<file path="config.mk">
export PLATFORM = sky130hd
export DESIGN_NAME = asx_exec
export DESIGN_NICKNAME = d
export VERILOG_FILES = /design/src/hdl/asx_pkg.sv /design/src/hdl/asx_alu_if.sv /design/src/hdl/asx_exec.sv /design/src/hdl/asx_alu.sv /design/src/hdl/asx_wdog.sv
export SDC_FILE = /design/constraint.sdc
export NUM_CORES = 1
export LEC_CHECK = 0
export BUFFER_PORTS_ARGS = -buffer_cell sky130_fd_sc_hd__buf_2
export CAP_MARGIN = 5
export CORE_UTILIZATION = 35
export CTS_CLUSTER_DIAMETER = 60
export CTS_CLUSTER_SIZE = 24
export DETAILED_ROUTE_END_ITERATION = 6
export PLACE_DENSITY = 0.48
export SYNTH_ARGS = -nofsm -noshare
export SYNTH_HDL_FRONTEND = slang
export SYNTH_SLANG_ARGS = --single-unit
</file>
<file path="constraint.sdc">
create_clock -name MCLK_I -period 14.5 [get_ports MCLK_I]
set_input_delay 0.725 -clock MCLK_I [delete_from_list [all_inputs] [get_ports MCLK_I]]
set_output_delay 0.725 -clock MCLK_I [all_outputs]
set_load 0.01 [all_outputs]
</file>
<file path="src/hdl/asx_pkg.sv">
// Summary of operation
// - literal_minus_acc writes immediate minus accumulator into the accumulator.
// - Subtraction carry clear when subtrahend exceeds minuend; nibble flag likewise; zero updates.
// - Power-down clears power_down_flag, sets expiry_flag, touches no other status bit.
// - Power-down zeroes the watchdog_counter and clears its prescaler.
// - After power-down the core sleeps with the main oscillator halted.
// - reg_minus_acc subtracts accumulator from addressed register, updating carry, nibble, zero.
// - reg_minus_acc_borrow also subtracts the inverted carry; updates carry, nibble, zero.
// - Destination bit 0 writes accumulator, 1 writes back to the file register.
// - nibble_exchange swaps register nibbles into the result; no flag changes.
// - direction_load_op copies accumulator to port A, B or C direction for 5, 6, 7.
// - literal_xor_acc XORs accumulator with immediate into accumulator; only zero updates.
// - reg_xor_acc XORs accumulator with register, routed by destination; only zero updates.
package asx_pkg;
    // Operation codes presented by the sequencer
    localparam logic [3:0] OP_NONE      = 4'h0;
    localparam logic [3:0] OP_SUBLIT    = 4'h1;
    localparam logic [3:0] OP_SUBREG    = 4'h2;
    localparam logic [3:0] OP_SUBREGB   = 4'h3;
    localparam logic [3:0] OP_NIBSWAP   = 4'h4;
    localparam logic [3:0] OP_DIRLOAD   = 4'h5;
    localparam logic [3:0] OP_XORLIT    = 4'h6;
    localparam logic [3:0] OP_XORREG    = 4'h7;
    localparam logic [3:0] OP_SLEEP     = 4'h8;
    // Register map (byte addresses)
    localparam logic [7:0] ADDR_CMD     = 8'h00;
    localparam logic [7:0] ADDR_ACC     = 8'h04;
    localparam logic [7:0] ADDR_STATUS  = 8'h08;
    localparam logic [7:0] ADDR_FILE    = 8'h0c;
    localparam logic [7:0] ADDR_DIR     = 8'h10;
    localparam logic [7:0] ADDR_WDOG    = 8'h14;
    // Command word fields
    localparam int CMD_LIT_LSB  = 0;
    localparam int CMD_ADR_LSB  = 8;
    localparam int CMD_DST_BIT  = 15;
    localparam int CMD_OP_LSB   = 16;
    // Status fields
    localparam int ST_C   = 0;
    localparam int ST_DC  = 1;
    localparam int ST_Z   = 2;
    localparam int ST_PD  = 3;
    localparam int ST_TO  = 4;
    localparam int ST_SLP = 5;
    localparam logic [4:0] STATUS_RST = 5'h18;
    localparam logic [7:0] DIR_RST    = 8'hff;
    // Direction-load operand values
    localparam logic [6:0] DIR_SEL_A = 7'h05;
    localparam logic [6:0] DIR_SEL_B = 7'h06;
    localparam logic [6:0] DIR_SEL_C = 7'h07;
    // Bus answers
    localparam logic [1:0] RESP_OKAY   = 2'h0;
    localparam logic [1:0] RESP_SLVERR = 2'h2;
endpackage : asx_pkg

</file>
<file path="src/hdl/asx_alu_if.sv">
`timescale 1ns/1ps
`default_nettype none
// Operand and result bundle between sequencer and arithmetic unit
interface asx_alu_if;
    logic [3:0] op;
    logic [7:0] acc;
    logic [7:0] opnd;
    logic       carry_in;
    logic [7:0] result;
    logic       carry;
    logic       half;
    logic       zero;
    modport seq (output op, acc, opnd, carry_in, input result, carry, half, zero);
    modport alu (input op, acc, opnd, carry_in, output result, carry, half, zero);
endinterface : asx_alu_if
`default_nettype wire

</file>
<file path="src/hdl/asx_exec.sv">
`timescale 1ns/1ps
`default_nettype none
module asx_exec (
    // Clock and reset
    input  wire logic        MCLK_I,
    input  wire logic        RST_I,
    // Wake request, ends sleep
    input  wire logic        WAKE_I,
    // AXI4-Lite write
    input  wire logic [7:0]  AWADDR_I,
    input  wire logic        AWVALID_I,
    output logic             AWREADY_O,
    input  wire logic [31:0] WDATA_I,
    input  wire logic [3:0]  WSTRB_I,
    input  wire logic        WVALID_I,
    output logic             WREADY_O,
    output logic [1:0]       BRESP_O,
    output logic             BVALID_O,
    input  wire logic        BREADY_I,
    // AXI4-Lite read
    input  wire logic [7:0]  ARADDR_I,
    input  wire logic        ARVALID_I,
    output logic             ARREADY_O,
    output logic [31:0]      RDATA_O,
    output logic [1:0]       RRESP_O,
    output logic             RVALID_O,
    input  wire logic        RREADY_I,
    // Oscillator run, low while sleeping
    output logic             OSC_RUN_O,
    // Direction registers
    output logic [7:0]       DIR_A_O,
    output logic [7:0]       DIR_B_O,
    output logic [7:0]       DIR_C_O
);
    asx_alu_if alu_bus ();
    logic [15:0] wdog_count;

    // Architectural state
    logic [7:0] acc, next_acc;
    logic [7:0] file_reg [0:127];
    logic [4:0] status, next_status;
    logic [7:0] dir_a, dir_b, dir_c, next_dir_a, next_dir_b, next_dir_c;
    logic       sleeping, next_sleeping;
    logic       wr_file;
    logic [7:0] wr_file_val;
    logic       wdog_clear;
    // Bus state
    logic        aw_held, w_held, next_aw_held, next_w_held;
    logic [7:0]  aw_addr, next_aw_addr;
    logic [31:0] w_data, next_w_data;
    logic [3:0]  w_strb, next_w_strb;
    logic        bvalid, next_bvalid, rvalid, next_rvalid;
    logic [1:0]  bresp, next_bresp, rresp, next_rresp;
    logic [31:0] rdata, next_rdata;
    logic        do_write;

    // Current command fields
    logic [3:0] cmd_op;
    logic [6:0] cmd_adr;
    logic [7:0] cmd_lit;
    logic       cmd_dst;
    logic [7:0] file_rd;

    assign do_write = aw_held && w_held && !bvalid;
    assign cmd_op   = w_data[asx_pkg::CMD_OP_LSB +: 4];
    assign cmd_adr  = w_data[asx_pkg::CMD_ADR_LSB +: 7];
    assign cmd_lit  = w_data[asx_pkg::CMD_LIT_LSB +: 8];
    assign cmd_dst  = w_data[asx_pkg::CMD_DST_BIT];
    assign file_rd  = file_reg[cmd_adr];

    // Operand select: literal ops use the immediate, others the file register
    assign alu_bus.op       = (do_write && aw_addr == asx_pkg::ADDR_CMD && !sleeping)
                              ? cmd_op : asx_pkg::OP_NONE;
    assign alu_bus.acc      = acc;
    assign alu_bus.opnd     = (cmd_op == asx_pkg::OP_SUBLIT || cmd_op == asx_pkg::OP_XORLIT)
                              ? cmd_lit : file_rd;
    assign alu_bus.carry_in = status[asx_pkg::ST_C];

    asx_alu u_alu (.port_a(alu_bus));

    asx_wdog u_wdog (
        .clk_i   (MCLK_I),
        .rst_i   (RST_I),
        .clear_i (wdog_clear),
        .run_i   (1'b1),
        .count_o (wdog_count)
    );

    // AXI4-Lite channel handshakes: hold one address and one data word
    always_comb begin
        next_aw_held = aw_held;
        next_aw_addr = aw_addr;
        next_w_held  = w_held;
        next_w_data  = w_data;
        next_w_strb  = w_strb;
        next_bvalid  = bvalid;
        next_bresp   = bresp;
        if (AWVALID_I && !aw_held) begin
            next_aw_held = 1'b1;
            next_aw_addr = AWADDR_I;
        end
        if (WVALID_I && !w_held) begin
            next_w_held = 1'b1;
            next_w_data = WDATA_I;
            next_w_strb = WSTRB_I;
        end
        if (do_write) begin
            next_aw_held = 1'b0;
            next_w_held  = 1'b0;
            next_bvalid  = 1'b1;
            case (aw_addr)
                asx_pkg::ADDR_CMD, asx_pkg::ADDR_ACC, asx_pkg::ADDR_STATUS,
                asx_pkg::ADDR_FILE, asx_pkg::ADDR_DIR, asx_pkg::ADDR_WDOG:
                    next_bresp = asx_pkg::RESP_OKAY;
                default: next_bresp = asx_pkg::RESP_SLVERR;
            endcase
        end else if (bvalid && BREADY_I) begin
            next_bvalid = 1'b0;
        end
    end

    // Execution and software writes; a command while asleep is dropped
    always_comb begin
        next_acc      = acc;
        next_status   = status;
        next_dir_a    = dir_a;
        next_dir_b    = dir_b;
        next_dir_c    = dir_c;
        next_sleeping = sleeping;
        wr_file       = 1'b0;
        wr_file_val   = file_rd;
        wdog_clear    = 1'b0;
        if (sleeping && WAKE_I) next_sleeping = 1'b0;
        if (do_write && !sleeping) begin
            case (aw_addr)
                asx_pkg::ADDR_CMD: begin
                    case (cmd_op)
                        asx_pkg::OP_SUBLIT, asx_pkg::OP_XORLIT: begin
                            next_acc = alu_bus.result;
                            next_status[asx_pkg::ST_Z] = alu_bus.zero;
                            if (cmd_op == asx_pkg::OP_SUBLIT) begin
                                next_status[asx_pkg::ST_C]  = alu_bus.carry;
                                next_status[asx_pkg::ST_DC] = alu_bus.half;
                            end
                        end
                        asx_pkg::OP_SUBREG, asx_pkg::OP_SUBREGB,
                        asx_pkg::OP_NIBSWAP, asx_pkg::OP_XORREG: begin
                            if (cmd_dst) begin
                                wr_file     = 1'b1;
                                wr_file_val = alu_bus.result;
                            end else begin
                                next_acc = alu_bus.result;
                            end
                            if (cmd_op != asx_pkg::OP_NIBSWAP)
                                next_status[asx_pkg::ST_Z] = alu_bus.zero;
                            if (cmd_op == asx_pkg::OP_SUBREG || cmd_op == asx_pkg::OP_SUBREGB) begin
                                next_status[asx_pkg::ST_C]  = alu_bus.carry;
                                next_status[asx_pkg::ST_DC] = alu_bus.half;
                            end
                        end
                        asx_pkg::OP_DIRLOAD: begin
                            case (cmd_adr)
                                asx_pkg::DIR_SEL_A: next_dir_a = acc;
                                asx_pkg::DIR_SEL_B: next_dir_b = acc;
                                asx_pkg::DIR_SEL_C: next_dir_c = acc;
                                default: next_dir_a = dir_a;
                            endcase
                        end
                        asx_pkg::OP_SLEEP: begin
                            next_status[asx_pkg::ST_PD] = 1'b0;
                            next_status[asx_pkg::ST_TO] = 1'b1;
                            wdog_clear    = 1'b1;
                            next_sleeping = 1'b1;
                        end
                        default: next_acc = acc;
                    endcase
                end
                asx_pkg::ADDR_ACC: if (w_strb[0]) next_acc = w_data[7:0];
                asx_pkg::ADDR_STATUS: if (w_strb[0]) next_status = w_data[4:0];
                asx_pkg::ADDR_FILE: if (w_strb[0]) begin
                    wr_file     = 1'b1;
                    wr_file_val = w_data[7:0];
                end
                default: next_acc = acc;
            endcase
        end
    end

    // Read channel; file window reads the location last named in the command field
    always_comb begin
        next_rvalid = rvalid;
        next_rdata  = rdata;
        next_rresp  = rresp;
        if (ARVALID_I && !rvalid) begin
            next_rvalid = 1'b1;
            next_rresp  = asx_pkg::RESP_OKAY;
            case (ARADDR_I)
                asx_pkg::ADDR_CMD:    next_rdata = w_data;
                asx_pkg::ADDR_ACC:    next_rdata = {24'h000000, acc};
                asx_pkg::ADDR_STATUS: next_rdata = {26'h0000000, sleeping, status};
                asx_pkg::ADDR_FILE:   next_rdata = {24'h000000, file_rd};
                asx_pkg::ADDR_DIR:    next_rdata = {8'h00, dir_c, dir_b, dir_a};
                asx_pkg::ADDR_WDOG:   next_rdata = {16'h0000, wdog_count};
                default: begin
                    next_rdata = 32'h00000000;
                    next_rresp = asx_pkg::RESP_SLVERR;
                end
            endcase
        end else if (rvalid && RREADY_I) begin
            next_rvalid = 1'b0;
        end
    end

    // File memory is written without reset; it is plain data storage
    always_ff @(posedge MCLK_I) begin
        if (wr_file) file_reg[cmd_adr] <= wr_file_val;
    end

    always_ff @(posedge MCLK_I or posedge RST_I) begin
        if (RST_I) begin
            aw_held <= 1'b0;  aw_addr <= 8'h00;
            w_held  <= 1'b0;  w_data  <= 32'h00000000;  w_strb <= 4'h0;
            bvalid  <= 1'b0;  bresp   <= 2'h0;
            rvalid  <= 1'b0;  rresp   <= 2'h0;  rdata  <= 32'h00000000;
            acc     <= 8'h00; status  <= asx_pkg::STATUS_RST;
            dir_a   <= asx_pkg::DIR_RST; dir_b <= asx_pkg::DIR_RST; dir_c <= asx_pkg::DIR_RST;
            sleeping <= 1'b0;
        end else begin
            aw_held <= next_aw_held;  aw_addr <= next_aw_addr;
            w_held  <= next_w_held;   w_data  <= next_w_data;  w_strb <= next_w_strb;
            bvalid  <= next_bvalid;   bresp   <= next_bresp;
            rvalid  <= next_rvalid;   rresp   <= next_rresp;  rdata  <= next_rdata;
            acc     <= next_acc;      status  <= next_status;
            dir_a   <= next_dir_a;    dir_b   <= next_dir_b;  dir_c  <= next_dir_c;
            sleeping <= next_sleeping;
        end
    end

    // Ready only while the holding slot is empty, so outputs stay registered
    always_comb begin
        AWREADY_O = !aw_held;
        WREADY_O  = !w_held;
        ARREADY_O = !rvalid;
    end
    assign BVALID_O  = bvalid;
    assign BRESP_O   = bresp;
    assign RVALID_O  = rvalid;
    assign RDATA_O   = rdata;
    assign RRESP_O   = rresp;
    assign OSC_RUN_O = !sleeping;
    assign DIR_A_O   = dir_a;
    assign DIR_B_O   = dir_b;
    assign DIR_C_O   = dir_c;

    property p_sleep;
        @(posedge MCLK_I) disable iff (RST_I)
        (alu_bus.op == asx_pkg::OP_SLEEP) |=> (!OSC_RUN_O && !status[asx_pkg::ST_PD]
                                               && status[asx_pkg::ST_TO]);
    endproperty
    a_sleep: assert property (p_sleep) else $error("sleep entry wrong");
    property p_sleep_keep;
        @(posedge MCLK_I) disable iff (RST_I)
        (alu_bus.op == asx_pkg::OP_SLEEP) |=> $stable(status[2:0]) && $stable(acc);
    endproperty
    a_sleep_keep: assert property (p_sleep_keep) else $error("sleep touched flags");
    property p_osc;
        @(posedge MCLK_I) disable iff (RST_I)
        (alu_bus.op == asx_pkg::OP_SLEEP) ##1 !WAKE_I |=> !OSC_RUN_O;
    endproperty
    a_osc: assert property (p_osc) else $error("oscillator resumed");
    property p_sublit;
        @(posedge MCLK_I) disable iff (RST_I)
        (alu_bus.op == asx_pkg::OP_SUBLIT) |=> acc == 8'(cmd_lit - $past(acc))
            && status[asx_pkg::ST_C] == ($past(acc) <= cmd_lit);
    endproperty
    a_sublit: assert property (p_sublit) else $error("literal subtract wrong");
    property p_half;
        @(posedge MCLK_I) disable iff (RST_I)
        (alu_bus.op == asx_pkg::OP_SUBLIT)
            |=> status[asx_pkg::ST_DC] == ($past(acc[3:0]) <= cmd_lit[3:0]);
    endproperty
    a_half: assert property (p_half) else $error("nibble flag wrong");
    property p_zero;
        @(posedge MCLK_I) disable iff (RST_I)
        (alu_bus.op == asx_pkg::OP_XORLIT) |=> status[asx_pkg::ST_Z] == (acc == 8'h00);
    endproperty
    a_zero: assert property (p_zero) else $error("zero flag wrong");
    property p_xor_flags;
        @(posedge MCLK_I) disable iff (RST_I)
        (alu_bus.op == asx_pkg::OP_XORREG) |=> $stable(status[1:0]);
    endproperty
    a_xor_flags: assert property (p_xor_flags) else $error("xor touched carry");
    property p_swap;
        @(posedge MCLK_I) disable iff (RST_I)
        (alu_bus.op == asx_pkg::OP_NIBSWAP && !cmd_dst)
            |=> acc == {$past(file_rd[3:0]), $past(file_rd[7:4])} && $stable(status);
    endproperty
    a_swap: assert property (p_swap) else $error("swap wrong");
    property p_dst;
        @(posedge MCLK_I) disable iff (RST_I)
        (alu_bus.op == asx_pkg::OP_XORREG && cmd_dst) |=> $stable(acc);
    endproperty
    a_dst: assert property (p_dst) else $error("destination ignored");
    property p_dir;
        @(posedge MCLK_I) disable iff (RST_I)
        (alu_bus.op == asx_pkg::OP_DIRLOAD && cmd_adr == asx_pkg::DIR_SEL_B)
            |=> DIR_B_O == $past(acc) && $stable(status);
    endproperty
    a_dir: assert property (p_dir) else $error("direction load wrong");
endmodule : asx_exec
`default_nettype wire

</file>
<file path="src/hdl/asx_alu.sv">
`timescale 1ns/1ps
`default_nettype none
module asx_alu (
    asx_alu_if.alu port_a
);
    // Subtract b and borrow from a; returns carry(no-borrow), half, result
    function automatic logic [9:0] asx_sub(input logic [7:0] a, input logic [7:0] b,
                                           input logic bw);
        logic [8:0] full;
        logic [4:0] low;
        full = {1'b0, a} - {1'b0, b} - {8'h00, bw};
        low  = {1'b0, a[3:0]} - {1'b0, b[3:0]} - {4'h0, bw};
        return {~full[8], ~low[4], full[7:0]};
    endfunction : asx_sub

    logic [9:0] sub_res;

    // Combinational datapath; flags are only used where the op affects them
    always_comb begin
        sub_res = 10'h000;
        port_a.result = 8'h00;
        port_a.carry  = 1'b0;
        port_a.half   = 1'b0;
        case (port_a.op)
            asx_pkg::OP_SUBLIT: sub_res = asx_sub(port_a.opnd, port_a.acc, 1'b0);
            asx_pkg::OP_SUBREG: sub_res = asx_sub(port_a.opnd, port_a.acc, 1'b0);
            asx_pkg::OP_SUBREGB: sub_res = asx_sub(port_a.opnd, port_a.acc, ~port_a.carry_in);
            default: sub_res = 10'h000;
        endcase
        case (port_a.op)
            asx_pkg::OP_SUBLIT, asx_pkg::OP_SUBREG, asx_pkg::OP_SUBREGB: begin
                port_a.result = sub_res[7:0];
                port_a.carry  = sub_res[9];
                port_a.half   = sub_res[8];
            end
            asx_pkg::OP_NIBSWAP: port_a.result = {port_a.opnd[3:0], port_a.opnd[7:4]};
            asx_pkg::OP_XORLIT, asx_pkg::OP_XORREG: port_a.result = port_a.acc ^ port_a.opnd;
            default: port_a.result = 8'h00;
        endcase
        port_a.zero = (port_a.result == 8'h00);
    end
endmodule : asx_alu
`default_nettype wire

</file>
<file path="src/hdl/asx_wdog.sv">
`timescale 1ns/1ps
`default_nettype none
module asx_wdog #(
    parameter int WIDTH = 16,
    parameter int PRE_WIDTH = 8
) (
    input  wire logic             clk_i,
    input  wire logic             rst_i,
    input  wire logic             clear_i,
    input  wire logic             run_i,
    output logic      [WIDTH-1:0] count_o
);
    logic [PRE_WIDTH-1:0] pre;
    logic [PRE_WIDTH-1:0] next_pre;
    logic [WIDTH-1:0]     next_count;

    // Prescaler and counter both cleared by power-down
    always_comb begin
        next_pre = pre;
        next_count = count_o;
        if (clear_i) begin
            next_pre = '0;
            next_count = '0;
        end else if (run_i) begin
            next_pre = pre + 1'b1;
            if (pre == '1) next_count = count_o + 1'b1;
        end
    end

    always_ff @(posedge clk_i or posedge rst_i) begin
        if (rst_i) begin
            pre <= '0;
            count_o <= '0;
        end else begin
            pre <= next_pre;
            count_o <= next_count;
        end
    end

    property p_clear;
        @(posedge clk_i) disable iff (rst_i) clear_i |=> (count_o == '0 && pre == '0);
    endproperty
    a_clear: assert property (p_clear) else $error("watchdog not cleared");
endmodule : asx_wdog
`default_nettype wire

</file>
## Word level (Yosys, flattened, before mapping)

Memories as Yosys holds them, arrays and structs flattened.
Cells that the tools add are included.

- Bitwise logic cells: 6
- Eq/ne operators: 37
- Reductions and logical operators: 42
- $add $sub $neg: 6
- Muxes and demuxes: 50

Operators by type and width:

| kind | count |
|---|---|
| one-hot mux 32 bit (6 select lines) | 1 |
| 2-to-1 mux 8 bit | 8 |
| one-hot mux 8 bit (2 select lines) | 3 |
| equality test 8 x 4 -> 1 bit, second input constant | 4 |
| equality test 8 x 5 -> 1 bit, second input constant | 4 |
| 2-to-1 mux 16 bit | 2 |
| equality test 4 x 3 -> 1 bit, second input constant | 7 |
| zero test 8 bit | 3 |
| 2-to-1 mux 1 bit | 24 |
| one-hot mux 8 bit (3 select lines) | 1 |
| equality test 7 x 3 -> 1 bit, second input constant | 3 |
| one-hot mux 10 bit (2 select lines) | 1 |
| adder 16 x 1 -> 16 bit, second input constant | 1 |
| equality test 4 x 2 -> 1 bit, second input constant | 4 |
| equality test 8 x 3 -> 1 bit, second input constant | 2 |
| AND reduction 4 bit | 4 |
| nonzero test 2 bit | 7 |
| inequality test 3 bit, second input constant | 4 |
| OR reduction 6 bit | 2 |
| logical AND 1 bit | 11 |
| 2-to-1 mux 2 bit | 5 |
| one-hot mux 5 bit (2 select lines) | 1 |
| AND reduction 5 bit | 2 |
| subtractor 8 x 8 -> 9 bit | 1 |
| other kinds (23) | 36 |

- Memories kept: 1
- Bits in registers: 143
- Input bits: 60
- Memory bits (writable): 1024

Memories:

| memory | words | bits a word | rd ports | clocked after Yosys merged registers in | wr ports | line | RTL |
|---|---|---|---|---|---|---|---|
| file_reg | 128 | 8 | 1 | 0 | 1 | asx_exec.sv:40 | `logic [7:0] file_reg [0:127];` |

## Logic depth before layout (Yosys ltp)

- Depth after elaboration: 13
- Gate-level depth with buffers: 25

## Hierarchy

A second synthesis with hierarchy kept.

- Cell total of the unflattened synthesis: 3077
- Area, all modules: 47961.0 um^2

By module, submodules not included:

| module | cells each | area each (um^2) | instances |
|---|---|---|---|
| asx_exec | 2804 | 45675.1 | 1 |
| asx_wdog | 131 | 1241.2 | 1 |
| asx_alu | 142 | 1044.8 | 1 |

## Worst setup path before layout

Ideal clock, no wire load.

- Kind: reg2reg
- Start point: reg w_data[9]
- End point: mem file_reg[0][6] (data pin)
- Setup slack: 3.833 ns
- Data arrival time: 9.470 ns
- Stages on the path, launching flop included: 22
- Cells stage by stage: dfrtp_1 buf_4 inv_1 buf_2 buf_1 buf_1 a211oi_1 o41ai_1 nand3b_1 or2_2 nor2_1 a21oi_1 ha_1 fa_1 xor2_1 nand3b_1 mux2i_1 nor3b_1 xnor2_1 o221ai_1 a21oi_1 o21ai_0

- Word-level cells in the longest chain between the ends: 10
- Elaborated cells between the ends (all ways): 12
- Classes of those cells: add/sub (2); mux (8); bitwise (1); memory (1)

Ends and longest elaborated chain:

| what | line | RTL |
|---|---|---|
| start, declared | asx_exec.sv:50 | `logic [31:0] w_data, next_w_data;` |
| start signal, assigned | asx_exec.sv:230 | `w_held <= next_w_held; w_data <= next_w_data; w_strb <= next_w_strb;` |
| memory read (128 x 8 bit) * | n/a |  |
| 2-to-1 mux 8 bit | asx_exec.sv:76 | `? cmd_lit : file_rd;` |
| subtractor 8 x 8 -> 9 bit | asx_alu.sv:11 | `full = {1'b0, a} - {1'b0, b} - {8'h00, bw};` |
| subtractor 9 x 1 -> 9 bit | asx_alu.sv:11 |  |
| one-hot mux 10 bit (2 select lines) | asx_alu.sv:24 | `case (port_a.op)` |
| one-hot mux 8 bit (3 select lines) | asx_alu.sv:30 | `case (port_a.op)` |
| 2-to-1 mux 8 bit | asx_exec.sv:148 | `if (cmd_dst) begin` |
| 2-to-1 mux 8 bit | asx_exec.sv:137 | `case (cmd_op)` |
| one-hot mux 8 bit (2 select lines) | asx_exec.sv:135 | `case (aw_addr)` |
| 2-to-1 mux 8 bit * | asx_exec.sv:134 | `if (do_write && !sleeping) begin` |
| net wr_file_val[6] | asx_exec.sv:45 | `logic [7:0] wr_file_val;` |
| end, declared | asx_exec.sv:40 |  |

Mark *: on every way through the listed nets, which the timed path passes. The rest lies on a longest branch.

## Worst setup path in the final report

- Start point: reg w_data[10]
- End point: mem file_reg[39][6] (data pin)

Same word-level chain as after synthesis.

==> impl_results.md <==
- Status: complete, no violations
- Hold Fails Final Rpt: 0
- CP max FO: 70
- Initial antenna violation count: 4
- Register bit total from synthesis: 1165
- CTS sink cnt: 1165
- Vias: 29400
- Static leakage: 18.0 nW
- Clock power frac: 0.218
- CTS tree: built
- DRC: 0
- Clk_lat worst skew: 740 ps
- DRT antenna net count: 0
- Vias in the first global route: 29300
- CTS Hold Bufs: 0
- Switching Power: 5.73 mW
- Post-CTS Setup Bufs: 0
- DIE HEIGHT: 374 um
- Crit-path max cell delay: 800 ps
- Commonest non-fill, non-tap cells in the layout: edfxtp_1 (1024), nor2_1 (247), mux2_2 (184), nand2_1 (156), mux2i_1 (129)
- Cells after Synth: 3120
- Synth area leader: edfxtp_1
- TritonRoute pass-1 iters: 6
- Max reg flops: 1024
- Core Area: 0.137 sq mm
- Unrepaired setup endpoints after global routing: false
- Commonest non-fill, non-tap cell in the layout: edfxtp_1
- CTS Root Cell: clkbuf_16
- Power per cell area: 252 mW/mm^2
- Crit path buffers/inverters: 6
- Largest net degree at the start of global routing: 105
- P&R area growth vs syn: 13.1%
- Top cell type's share of synthesized area: 0.634
- Worst Hold Class: primary input to asynchronous set/reset pin
- Final number of setup-violating endpoints: 0
- Ys async rst share: 0.121
- Die Area: 0.140 sq mm
- Final Max Tran Viols: 0
- Critical-path cell list: buf_4 > buf_4 > nor2b_4 > buf_4 > buf_4 > a221o_1 > a221o_1 > o2111ai_1 > o2111ai_1 > a31oi_1 > nand2_1 > o21a_1 > ha_1 > xor2_1 > nand3b_1 > mux2i_1 > nor3b_1 > xnor2_1 > o221ai_1 > a21oi_1 > o21ai_4 > buf_4 > buf_4
- Tcrit/Tclk final: 0.673
- Max-cap check violation count: 0
- Crit path max-delay family: buffers and inverters
- Post-Synthesis Cell Area: 0.0485 sq mm
- Max Freq: 102 MHz
- Final nets: 3293
- Worst path required time: 14900 ps
- Dpl ws: 4550 ps
- EDFF count, synth: 1024
- Min cycle time layout: 9760 ps
- Ys Warns: 0
- GRT Total Usage: 0.217
- FILL cells: 12600
- Multi-input logic area: 0.0132 sq mm
- Prevailing post-synth register cell: edfxtp_1
- Register area share after synthesis: 0.708
- Clock skew: 41.7 ps
- Slew @ Worst Pin: 1180 ps
- GRT overflow: 0
- Ranking of synthesized cells by area: edfxtp_1 (63%), dfrtp_1 (5.9%), mux2_2 (4.3%), mux2i_1 (2.7%), mux4_2 (2.5%)
- PnR worst setup slack: 4740 ps
- Register area: 0.0343 sq mm
- Unique masters post-synth: 95
- I/O Pins: 126
- Crit Path Class: register to register
- FP Rows: 136
- Arr. time, crit path: 10160 ps
- Clock-pin slew on the worst setup and hold paths: 80 ps
- WL per Instance: 30.3 um
- Total wire length: 155000 um
- Int Power: 8.07 mW
- Initial Util: 0.353
- Cell count after placement: 4905
- H-Tree Depth: 3
- Seq pwr share: 0.391
- First-pass GRT wire length: 220000 um
- Clock buffer count from CTS: 103
- Layout cells sized above 1: 0.213
- Hpwl dp: 94500 um
- DRT iter0 DRCs: 2764
- # port buffers: 120
- IR drop worst, VDD: 0.000281 V
- Routed vias/inst: 5.77
- Crit path launch type: register
- Crit path top cell by count: buf_4
- PostCTS Resize Cnt: 0
- Slew headroom: 0.192
- Final std cells w/o fill: 5105
- Clock tree buffer depth: 3
- Worst setup EP type: register
- Die X: 374 um
- Setup_tns: 0 ps
- Sw Share: 0.415
- Logic pwr share: 0.391
- Post-Syn Area per Cell: 15.5 sq um
- Cell at the slowest stage of the critical path: dfrtp_4
- Placer Congestion: 0.849
-- worst register-to-register path, stage by stage, from the launching register on --
cell and delay [ps]:
dfrtp_4 800, buf_4 740, buf_4 710, nor2b_4 80, buf_4 280, buf_4 350
a221o_1 440, a221o_1 320, o2111ai_1 190, o2111ai_1 320, a31oi_1 790, nand2_1 170
o21a_1 150, ha_1 510, xor2_1 450, nand3b_1 120, mux2i_1 530, nor3b_1 380
xnor2_1 150, o221ai_1 250, a21oi_1 150, o21ai_4 180, buf_4 560, buf_4 730
-- kinds of logic after synthesis --
group                    share of synthesized area
AO/OA/AOI/OAI                                0.106
XOR/XNOR                                   0.00596
adder cells (fa/ha/maj)                    0.00403
buffers and inverters                       0.0243
flip-flops                                   0.708
multiplexers                                0.0957
other                                    0.0000774
AND/OR/NAND/NOR                             0.0560
-- synthesized netlist by cell type, types with 11 or more instances --
cell       number
buf_2          58
a211oi_1       19
nor3_1         22
mux2_2        184
mux4_2         53
buf_6          12
o2bb2ai_1      33
ha_1           14
o21ai_0       110
xnor2_1        17
nor2_1        250
a31oi_1        21
edfxtp_1     1024
nor2b_1        17
mux2i_1       129
nand2_1       161
a221oi_1       66
inv_1          28
o211ai_1       13
a21oi_1       104
dfstp_2        26
nand3_1        46
xor2_1         16
nand2b_1       11
a221o_1        56
a22oi_1        77
buf_4          33
dfrtp_1       115
o221ai_1       26
a22o_1         47
o22ai_1        24
clkbuf_1       97
and3_1         19
-- power by group through the flow --
stage                     Clock, mW  Combinational [mW]  Sequential (mW)
after global routing           3.17                5.72             5.42
final                          3.00                5.40             5.39
after CTS                      3.06                5.41             5.40
after floorplan                   0                3.11             5.64
after global placement            0                5.31             5.46
after detailed placement          0                5.40             5.47
-- layer usage --
| metal | share of wire | track usage |
|---|---|---|
| met1 | 0.43 | 0.295 |
| met2 | 0.48 | 0.359 |
| met3 | 0.063 | 0.0364 |
| met4 | 0.029 | 0.0603 |
| met5 | 0 | 0 |
-- worst paths after layout --
check,from,endpoint,slack [ps],depth (start not counted)
worst max-delay path,w_data[10],file_reg[39][6],4740,23
worst min-delay path,RST_I,RDATA_O[21],130,2
worst max register to register,w_data[10],file_reg[39][6],4740,23
worst min register to register,status[3],status[3],460,2
max in group asynchronous,RST_I,w_data[9],12880,3
min in group MCLK_I,WAKE_I,sleeping,180,2
-- stage by stage --
| stage | power, mW | hold WS [ps] | cell area, sq um | util |
|---|---|---|---|---|
| after floorplan | 8.75 | 435 | 48500 | - |
| after global placement | 10.8 | 455 | 51000 | 0.371 |
| after detailed placement | 10.9 | 453 | 51000 | 0.371 |
| final | 13.8 | 127 | 54800 | 0.399 |
| after CTS | 13.9 | 113 | 54800 | 0.399 |
| after global routing | 14.3 | 151 | 54800 | 0.399 |
-- final cells by class --
type                            instances  area share
Antenna cell                            3    0.000137
Multi-Input combinational cell       1718       0.240
Clock inverter                         89      0.0209
Sequential cell                      1165       0.626
Inverter                               31     0.00226
Tap cell                             1794      0.0409
Timing Repair Buffer                  199      0.0222
Clock buffer                          106      0.0476
No activity file was read; power rests on OpenSTA's default activity.
